File: src/scc_pkg.sv
// constants, enumerations and state record of the smart-card channel controller
package scc_pkg;

    // ------------------------------------------------------------------
    // timing
    // ------------------------------------------------------------------
    localparam int CLK_PERIOD_NS = 4;
    localparam int SEQ_GAP_NS    = 200;
    // least time, so round up
    localparam int SEQ_GAP_CYC   = (SEQ_GAP_NS + CLK_PERIOD_NS - 1) / CLK_PERIOD_NS;
    localparam int GAP_W         = 8;
    localparam logic [GAP_W-1:0] GAP_LAST = GAP_W'(SEQ_GAP_CYC - 1);

    // ------------------------------------------------------------------
    // synchronised pin positions
    // ------------------------------------------------------------------
    localparam int NPIN     = 6;
    localparam int PIN_SCL  = 0;
    localparam int PIN_SDA  = 1;
    localparam int PIN_HDAT = 2;
    localparam int PIN_HCLK = 3;
    localparam int PIN_HRST = 4;
    localparam int PIN_UNDERVOLTAGE_LOCKOUT = 5;

    // ------------------------------------------------------------------
    // control byte layout and values
    // ------------------------------------------------------------------
    localparam int CTL_EN    = 0;
    localparam int CTL_POL   = 3;
    localparam int CTL_LATCH = 4;
    localparam int CTL_RSTV  = 5;
    localparam int CTL_MODE  = 6;
    localparam logic [7:0] CTL_RESET    = 8'h00;
    localparam logic [6:0] DEV_ADDR     = 7'h60;
    localparam logic [7:0] GC_ADDR_BYTE = 8'h00;
    localparam logic [7:0] SWRST_BYTE   = 8'h06;
    localparam logic [3:0] BYTE_BITS    = 4'h8;

    typedef enum logic [2:0] {
        I_IDLE = 3'b000,
        I_ADDR = 3'b001,
        I_ACKA = 3'b010,
        I_WDAT = 3'b011,
        I_ACKD = 3'b100,
        I_RDAT = 3'b101,
        I_RACK = 3'b110,
        I_SKIP = 3'b111
    } scc_i2c_e;

    typedef enum logic [2:0] {
        S_OFF = 3'b000,
        S_UP  = 3'b001,
        S_ON  = 3'b010,
        S_CLK = 3'b011,
        S_DAT = 3'b100,
        S_SUP = 3'b101
    } scc_seq_e;

    typedef struct packed {
        logic [NPIN-1:0]  m;       // first sync stage
        logic [NPIN-1:0]  s;       // second sync stage
        logic [NPIN-1:0]  p;       // previous of s
        scc_i2c_e         ist;
        logic [3:0]       bitn;
        logic [7:0]       sh;
        logic             sda_oe;
        logic             rd;
        logic             gc;
        logic             gc_seen;
        logic             arm;
        logic [7:0]       ctl;
        logic [7:0]       pend;
        logic             pend_v;
        scc_seq_e         seq;
        logic [GAP_W-1:0] cnt;
        logic             uv;
        logic [3:0]       chan_en; // supply, data, clock, reset
        logic             lat_p;
        logic             lat_d;
        logic             lat_c;
        logic             lat_r;
        logic             rst_o;
        logic             clk_o;
        logic             dat_oe;
    } scc_st_s;

    localparam int CH_RST = 0;
    localparam int CH_CLK = 1;
    localparam int CH_DAT = 2;
    localparam int CH_SUP = 3;

endpackage

File: src/scc_ctrl.sv
// smart-card channel controller: i2c control, enable modes, latch and shutdown
//
// Contract
// - undervoltage starts the card shutdown at once, with no command.
// - undervoltage shutdown drops reset, waits, drops clock and data, then supply.
// - every card channel is pulled low and shutdown completes in under a microsecond.
// - shutdown also on pin deassert in pin mode, or enable bit cleared.
// - enable shutdown drops reset, then clock, data and supply one by one.
// - enable or disable writes take effect at the end of the transfer.
// - with pin mode off the host reset pin passes straight to card reset.
// - with pin mode on the host reset pin acts as hardware enable.
// - in pin mode the card reset level comes from the reset value bit.
// - in pin mode the enable bit is ignored.
// - in pin mode reading the enable bit returns the pin enable state, the pin level xor the polarity bit.
// - the polarity bit selects active high or active low pin enable.
// - setting the latch bit captures host levels and holds them on card.
// - general call is acknowledged only with write direction.
// - after general call only a byte equal to 06h is acknowledged.
// - every byte after the first following general call gets no acknowledge.
// - stop after an acknowledged reset byte restores power-up register values.
// - a repeated start after the reset byte cancels the software reset.
`timescale 1ns/100ps
module scc_ctrl
    import scc_pkg::*;
(
    input  wire logic       clk_i,                  // 250 MHz clock
    input  wire logic       rst_i,                  // async reset, active high
    input  wire logic       scl_i,                  // i2c clock pin
    input  wire logic       sda_i,                  // i2c data pin level
    output logic            sda_o,                  // i2c data drive value
    output logic            sda_oe_o,               // i2c data pull low enable
    input  wire logic       host_data_i,            // host data pin
    input  wire logic       host_clock_i,           // host clock pin
    input  wire logic       host_rst_en_i,          // host reset or enable pin
    input  wire logic       undervoltage_lockout_i, // host supply below threshold
    output logic            card_reset_out_o,       // card reset
    output logic            card_clock_out_o,       // card clock
    output logic            card_data_io_o,         // card data drive value
    output logic            card_data_io_oe_o,      // card data pull low enable
    output logic            card_supply_o,          // card supply switch on
    output logic [3:0]      card_pulldown_o,        // pull-downs: supply,data,clock,reset
    output logic            device_active_o         // enable condition met
);

    scc_st_s q;
    scc_st_s d;

    // ------------------------------------------------------------------
    // helpers
    // ------------------------------------------------------------------
    function automatic logic pin_enable(input logic pin, input logic [7:0] ctl);
        pin_enable = pin ^ ctl[CTL_POL];
    endfunction

    function automatic logic [7:0] read_value(input logic pin, input logic [7:0] ctl);
        read_value = ctl;
        if (ctl[CTL_MODE]) begin
            read_value[CTL_EN] = pin;
        end
    endfunction

    logic scl_rise;
    logic scl_fall;
    logic bus_start;
    logic bus_stop;
    logic active;
    logic src_r;
    logic src_c;
    logic src_d;
    logic gap_done;

    always_comb begin
        scl_rise  = q.s[PIN_SCL] & ~q.p[PIN_SCL];
        scl_fall  = ~q.s[PIN_SCL] & q.p[PIN_SCL];
        bus_start = q.s[PIN_SCL] & q.p[PIN_SCL] & ~q.s[PIN_SDA] & q.p[PIN_SDA];
        bus_stop  = q.s[PIN_SCL] & q.p[PIN_SCL] & q.s[PIN_SDA] & ~q.p[PIN_SDA];
        gap_done  = (q.cnt == GAP_LAST);
        if (q.ctl[CTL_MODE]) begin
            active = pin_enable(q.s[PIN_HRST], q.ctl);
        end else begin
            active = q.ctl[CTL_EN];
        end
        active = active & ~q.s[PIN_UNDERVOLTAGE_LOCKOUT];
        // held levels replace the live host levels once the capture has landed,
        // so the cycle of the latch edge shows live levels, not stale ones
        src_c = (q.ctl[CTL_LATCH] & q.lat_p) ? q.lat_c : q.s[PIN_HCLK];
        src_d = (q.ctl[CTL_LATCH] & q.lat_p) ? q.lat_d : q.s[PIN_HDAT];
        if (q.ctl[CTL_MODE]) begin
            src_r = q.ctl[CTL_RSTV];
        end else begin
            src_r = (q.ctl[CTL_LATCH] & q.lat_p) ? q.lat_r : q.s[PIN_HRST];
        end
    end

    // ------------------------------------------------------------------
    // next state
    // ------------------------------------------------------------------
    always_comb begin
        d   = q;
        d.m = {undervoltage_lockout_i, host_rst_en_i, host_clock_i,
               host_data_i, sda_i, scl_i};
        d.s = q.m;
        d.p = q.s;

        // i2c slave
        if (bus_start) begin
            d.ist     = I_ADDR;
            d.bitn    = 4'h0;
            d.sda_oe  = 1'b0;
            d.gc      = 1'b0;
            d.gc_seen = 1'b0;
            d.arm     = 1'b0;
            d.pend_v  = 1'b0;
        end else if (bus_stop) begin
            d.ist    = I_IDLE;
            d.sda_oe = 1'b0;
            d.pend_v = 1'b0;
            if (q.arm) begin
                d.ctl = CTL_RESET;
                d.arm = 1'b0;
            end else if (q.pend_v) begin
                d.ctl = q.pend;
            end
        end else begin
            case (q.ist)
                I_ADDR, I_WDAT: begin
                    if (scl_rise) begin
                        d.sh   = {q.sh[6:0], q.s[PIN_SDA]};
                        d.bitn = q.bitn + 4'h1;
                    end else if (scl_fall && q.bitn == BYTE_BITS) begin
                        d.bitn = 4'h0;
                        if (q.ist == I_ADDR) begin
                            if (q.sh[7:1] == DEV_ADDR) begin
                                d.ist    = I_ACKA;
                                d.sda_oe = 1'b1;
                                d.rd     = q.sh[0];
                            end else if (q.sh == GC_ADDR_BYTE) begin
                                d.ist    = I_ACKA;
                                d.sda_oe = 1'b1;
                                d.rd     = 1'b0;
                                d.gc     = 1'b1;
                            end else begin
                                d.ist = I_SKIP;
                            end
                        end else if (q.gc) begin
                            // only the first byte may arm the reset
                            d.arm     = ~q.gc_seen & (q.sh == SWRST_BYTE);
                            d.gc_seen = 1'b1;
                            d.sda_oe  = ~q.gc_seen & (q.sh == SWRST_BYTE);
                            d.ist     = I_ACKD;
                        end else begin
                            d.pend   = q.sh;
                            d.pend_v = 1'b1;
                            d.sda_oe = 1'b1;
                            d.ist    = I_ACKD;
                        end
                    end
                end
                I_ACKA: begin
                    if (scl_fall) begin
                        d.bitn = 4'h0;
                        if (q.rd) begin
                            d.sh     = read_value(pin_enable(q.s[PIN_HRST], q.ctl), q.ctl);
                            d.sda_oe = ~d.sh[7];
                            d.ist    = I_RDAT;
                        end else begin
                            d.sda_oe = 1'b0;
                            d.ist    = I_WDAT;
                        end
                    end
                end
                I_ACKD: begin
                    if (scl_fall) begin
                        d.sda_oe = 1'b0;
                        d.ist    = I_WDAT;
                    end
                end
                I_RDAT: begin
                    if (scl_rise) begin
                        d.bitn = q.bitn + 4'h1;
                    end else if (scl_fall) begin
                        if (q.bitn == BYTE_BITS) begin
                            d.sda_oe = 1'b0;
                            d.ist    = I_RACK;
                        end else begin
                            d.sda_oe = ~q.sh[3'(4'h7 - q.bitn)];
                        end
                    end
                end
                I_RACK: begin
                    if (scl_rise) begin
                        d.ist = q.s[PIN_SDA] ? I_SKIP : I_ACKA;
                        d.rd  = 1'b1;
                    end
                end
                I_IDLE, I_SKIP: begin
                    d.sda_oe = 1'b0;
                end
                default: begin
                    d.ist    = I_IDLE;
                    d.sda_oe = 1'b0;
                end
            endcase
        end

        // clock-stop capture on the rising edge of the latch bit
        d.lat_p = q.ctl[CTL_LATCH];
        if (q.ctl[CTL_LATCH] && !q.lat_p) begin
            d.lat_d = q.s[PIN_HDAT];
            d.lat_c = q.s[PIN_HCLK];
            d.lat_r = q.s[PIN_HRST];
        end

        // channel sequencer
        d.cnt = gap_done ? '0 : q.cnt + GAP_W'(1);
        case (q.seq)
            S_OFF: begin
                d.chan_en = 4'h0;
                if (active) begin
                    d.chan_en[CH_SUP] = 1'b1;
                    d.cnt             = '0;
                    d.seq             = S_UP;
                end
            end
            S_UP: begin
                if (!active) begin
                    d.chan_en = 4'h0;
                    d.seq     = S_OFF;
                end else if (gap_done) begin
                    d.chan_en = 4'hf;
                    d.seq     = S_ON;
                end
            end
            S_ON: begin
                if (!active) begin
                    d.chan_en[CH_RST] = 1'b0;
                    d.uv              = q.s[PIN_UNDERVOLTAGE_LOCKOUT];
                    d.cnt             = '0;
                    d.seq             = S_CLK;
                end
            end
            S_CLK: begin
                if (gap_done) begin
                    d.chan_en[CH_CLK] = 1'b0;
                    if (q.uv) begin
                        d.chan_en[CH_DAT] = 1'b0;
                        d.seq             = S_SUP;
                    end else begin
                        d.seq = S_DAT;
                    end
                end
            end
            S_DAT: begin
                if (gap_done) begin
                    d.chan_en[CH_DAT] = 1'b0;
                    d.seq             = S_SUP;
                end
            end
            S_SUP: begin
                if (gap_done) begin
                    d.chan_en[CH_SUP] = 1'b0;
                    d.seq             = S_OFF;
                end
            end
            default: begin
                d.chan_en = 4'h0;
                d.seq     = S_OFF;
            end
        endcase

        // output stage; a disabled channel is held low
        d.rst_o  = d.chan_en[CH_RST] & src_r;
        d.clk_o  = d.chan_en[CH_CLK] & src_c;
        d.dat_oe = ~d.chan_en[CH_DAT] | ~src_d;
    end

    // ------------------------------------------------------------------
    // state register
    // ------------------------------------------------------------------
    always_ff @(posedge clk_i or posedge rst_i) begin
        if (rst_i) begin
            q         <= '0;
            q.m       <= {NPIN{1'b1}};
            q.s       <= {NPIN{1'b1}};
            q.p       <= {NPIN{1'b1}};
            q.ist     <= I_IDLE;
            q.ctl     <= CTL_RESET;
            q.seq     <= S_OFF;
            q.dat_oe  <= 1'b1;
        end else begin
            q <= d;
        end
    end

    // ------------------------------------------------------------------
    // outputs
    // ------------------------------------------------------------------
    assign sda_o             = 1'b0;
    assign sda_oe_o          = q.sda_oe;
    assign card_reset_out_o  = q.rst_o;
    assign card_clock_out_o  = q.clk_o;
    assign card_data_io_o    = 1'b0;
    assign card_data_io_oe_o = q.dat_oe;
    assign card_supply_o     = q.chan_en[CH_SUP];
    assign card_pulldown_o   = ~q.chan_en;
    assign device_active_o   = active;

endmodule

File: config.mk
export PLATFORM = sky130hd
export DESIGN_NAME = scc_ctrl
export DESIGN_NICKNAME = d
export VERILOG_FILES = /design/src/scc_pkg.sv /design/src/scc_ctrl.sv
export SDC_FILE = /design/constraint.sdc
export NUM_CORES = 1
export LEC_CHECK = 0
export BUFFER_PORTS_ARGS = -buffer_cell sky130_fd_sc_hd__buf_2
export CAP_MARGIN = 15
export CORE_UTILIZATION = 55
export DETAILED_ROUTE_END_ITERATION = 8
export GPL_ROUTABILITY_DRIVEN = 0
export PLACE_DENSITY = 0.73
export SYNTH_ARGS = -nofsm -noshare
export SYNTH_HDL_FRONTEND = slang
export SYNTH_SLANG_ARGS = --single-unit
File: constraint.sdc
create_clock -name clk_i -period 3 [get_ports clk_i]
set_input_delay 0 -clock clk_i [delete_from_list [all_inputs] [get_ports clk_i]]
set_output_delay 0 -clock clk_i [all_outputs]
set_load 0.02 [all_outputs]
==> reports/qor.csv <==
stage,metric,value,unit
outcome,outcome,finished with violations,
outcome,violated checks,design-rule violations,
clock_network,root buffer cell,sky130_fd_sc_hd__clkbuf_8,
final_layout,Nets,391,
timing,total negative setup slack,0,ns
synth,most frequent cell after synthesis,sky130_fd_sc_hd__dfrtp_1,
timing,transition time at the pin with the least slew margin,0.972,ns
global_route,number of global-route vias before repair,2527,
synth,mapped cell area,0.00372,mm²
synth,share of synthesized area occupied by flip-flops and latches,50.2,%
place,Placement Cell Area,0.00386,mm²
floorplanning,# IOs,20,
routing,iteration count of the initial detailed-routing pass,7,
power_and_ir_drop,internal power contribution,1.78,mW
timing,total of endpoints with negative setup slack in the final report,0,
routing,DR WL met2,3.00,mm
place,Detail Placement HPWL,4.89,mm
final_layout,fraction of layout cells with a size suffix above 1,19.8,%
clock_network,clock latency on the worst-skew pair,0.36,ns
synth,fraction of synthesized cell area taken by the top area cell type,39.6,%
routing,via count normalized by instance count,5.79,
floorplanning,Die Wd,84.3,µm
setup_path,startpoint class of the critical path,register,
synth,share of async-settable or async-resettable flops after synthesis,100,%
power_and_ir_drop,switching power summed over all nets,1.07,mW
setup_path,type of destination of the critical path,register,
timing,final hold vios,0,
power_and_ir_drop,Pleak,1.79,nW
flow_run,max-capacitance violation count,0,
synth,Avg Synthesized Cell Area,10.5,µm²
setup_path,origin of the worst setup path,q[53],
floorplanning,die outline height,84.3,µm
clock_network,CTS tree,done,
synth,count of flip-flops with a built-in enable after synthesis,0,
routing,DR WL met3,432,µm
setup_path,cell with the largest stage delay on the worst path,sky130_fd_sc_hd__nor4_4,
synth,Unique masters post-synth,70,
timing,number of slew-limit violations in the final report,0,
setup_path,data required time of the worst path,3.24,ns
timing,Highest Clock Rate,440,MHz
synth,post-synthesis cell type with the largest combined area,sky130_fd_sc_hd__dfrtp_1,
routing,average routed wire per standard cell,15.5,µm
setup_path,slowest cell delay on critical path,0.67,ns
final_layout,Layout fillers,520,
clock_network,number of buffers created by CTS,9,
clock_network,"Reg clk slew, reported paths",0.09,ns
global_route,largest net degree at the start of global routing,49,
routing,remaining antenna violation count after routing,0,
place,pre-CTS setup slack,0.716,ns
timing,fraction of the cycle the final worst path needs,75.7,%
setup_path,startpoint-to-endpoint class of the critical path,reg2reg,
routing,residual DRC count,4,
synth,main area contributors after synthesis,"sky130_fd_sc_hd__dfrtp_1 40%, sky130_fd_sc_hd__dfstp_2 11%, sky130_fd_sc_hd__mux2i_1 3.5%",
synth,Gate Count Post-Synth,355,
timing,RSZ-0062 raised after global routing,false,
setup_path,register-to-register setup slack,0.73,ns
global_route,leftover overflow at the end of global routing,0,
global_route,antenna violations before repair,0,
setup_path,cell count of the worst reg-to-reg path,6,
hold_path,class of the worst hold path,in2async,
routing,top metal layer carrying routed signals,met4,
synth,cell types with the highest counts after synthesis,"59 x sky130_fd_sc_hd__dfrtp_1, 32 x sky130_fd_sc_hd__nand2_1, 29 x sky130_fd_sc_hd__nor2_1",
routing,routed wire length,7.13,mm
floorplanning,total core area,0.00646,mm²
floorplanning,die footprint,0.00711,mm²
place,count of buffers inserted at the top-level ports,17,
final_layout,Final Cell Area,0.00412,mm²
setup_path,largest driver fanout on the critical path,9,
setup_path,critical path data arrival time,2.52,ns
power_and_ir_drop,Peak supply drop,0.000366,V
clock_network,maximum clock insertion buffer count,2,
setup_path,Reg2Reg Launch Point,q[53],
timing,minimum clock period after layout,2.27,ns
synth,dominant synthesized flop cell,sky130_fd_sc_hd__dfrtp_1,
power_and_ir_drop,fraction of power spent switching nets,37.5,%
power_and_ir_drop,Pwr per Cell Area,691,mW/mm²
synth,post-synthesis sequential element count,74,
routing,total via count after detailed routing,2668,
timing,setup ws final,0.729,ns
clock_network,# clock sinks,74,
global_route,all-layer global routing usage,22.7,%
routing,routed metal-1 wire length,3.63,mm
power_and_ir_drop,relative contribution of combinational cells to total power,27.5,%
setup_path,list of cells traversed by the critical path,inv_1 > ha_1 > nand3b_4 > or2_4 > nor4_4 > mux2_4,
power_and_ir_drop,clock group share of total power,26.6,%
clock_network,maximum level of the CTS H-tree,3,
final_layout,layout-stage area growth over the synthesis result,10.6,%
synth,warnings from Yosys,0,
setup_path,endpoint of the worst-slack reg-to-reg timing path,q[28],
floorplanning,starting utilization of the core area,57.7,%
timing,setup skew after layout,0.00719,ns
global_route,global-route wire length before repair,12.6,mm
timing,tightest slew margin relative to the limit,35.1,%
floorplanning,site row count,29,
routing,detailed router's first-iteration violation count,257,
final_layout,Inserted Diodes,0,
power_and_ir_drop,fraction of power consumed by sequential logic,45.9,%
-- what timing repair did --
action / 4_1_cts / 5_1_grt
endpoints found under the hold margin: 23 / 0
gates resized for setup: 0 / 0
hold buffers: 7 / 0
setup buffers: 0 / 0
-- power by group through the flow --
stage	sequential (mW)	combinational (mW)	clock, mW
3_3_place_gp	1.32	0.754	0
5_1_grt	1.33	0.874	0.820
6_report	1.31	0.783	0.757
2_1_floorplan	1.23	0.679	0
4_1_cts	1.30	0.776	0.778
3_5_place_dp	1.32	0.762	0
-- critical path, delay by kind of cell (launching register included) --
kind	cells	cell delay, ns
buffers and inverters	1	0.11
adders and majority gates	1	0.22
and+or+nand+nor	3	1.03
DFF	1	0.44
muxes	1	0.35
-- metal layers --
layer / track usage, % / up-vias
met5: 0 / -
met4: 6.43 / 0
met3: 6.39 / 6
met2: 32.0 / 86
met1: 34.2 / 1269
li1: - / 1307
-- how the worst max path moves through the flow --
stage | endpoint | slack (ns) | depth (start not counted)
CTS | q[26] | 0.71 | 6
finish | q[28] | 0.73 | 6
global route | q[26] | 0.58 | 6
detailed placement | q[28] | 0.72 | 6
global placement | q[24] | 0.78 | 6
floorplan | q[24] | 0.92 | 6
-- metrics by stage --
stage	util (%)	total power, mW	hold slack (ns)	instances
2_1_floorplan	-	1.91	0.00448	356
3_3_place_gp	59.7	2.07	0.0718	438
3_5_place_dp	59.7	2.08	0.0741	438
4_1_cts	63.8	2.85	0.245	461
5_1_grt	63.8	3.02	0.261	461
6_report	63.8	2.85	0.226	461
-- state kept, by name (all words and copies together) (netlist names) --
name	count
card_supply_o	1
q	56
d	13
card_data_io_oe_o	1
card_clock_out_o	1
card_reset_out_o	1
sda_oe_o	1
-- kinds of logic (layout without fill, tap and decap cells) --
group / count (synthesis) / count (layout) / synth area share [%]
flops: 74 / 74 / 50.2
compound gates: 83 / 83 / 15.1
buf+inv: 29 / 57 / 3.33
fa+ha+maj: 5 / 5 / 1.61
mux: 28 / 28 / 9.44
simple gates: 125 / 125 / 17.8
xor+xnor: 10 / 10 / 2.35
other cells: 1 / 2 / 0.101
-- area by class of cell --
| type | instances | area (µm²) | area share [%] |
|---|---|---|---|
| Sequential cell | 74 | 1870 | 45.4 |
| Multi-Input combinational cell | 253 | 1730 | 42.1 |
| Clock inverter | 7 | 67.6 | 1.64 |
| Tap cell | 77 | 96.3 | 2.34 |
| Clock buffer | 9 | 124 | 3.01 |
| Timing Repair Buffer | 26 | 170 | 4.13 |
| Inverter | 15 | 56.3 | 1.37 |
-- layout by cell type, fill, tap and decap left out, drive strengths merged, types with 9 or more instances in the layout --
cell,instances
inv,20
dfstp,15
a21oi,15
mux2i,13
nand2,32
o21ai,30
mux2,13
clkbuf,9
buf,19
nand3,12
dfrtp,59
nor2,30
nand2b,13
No activity file was read; power rests on OpenSTA's default activity.
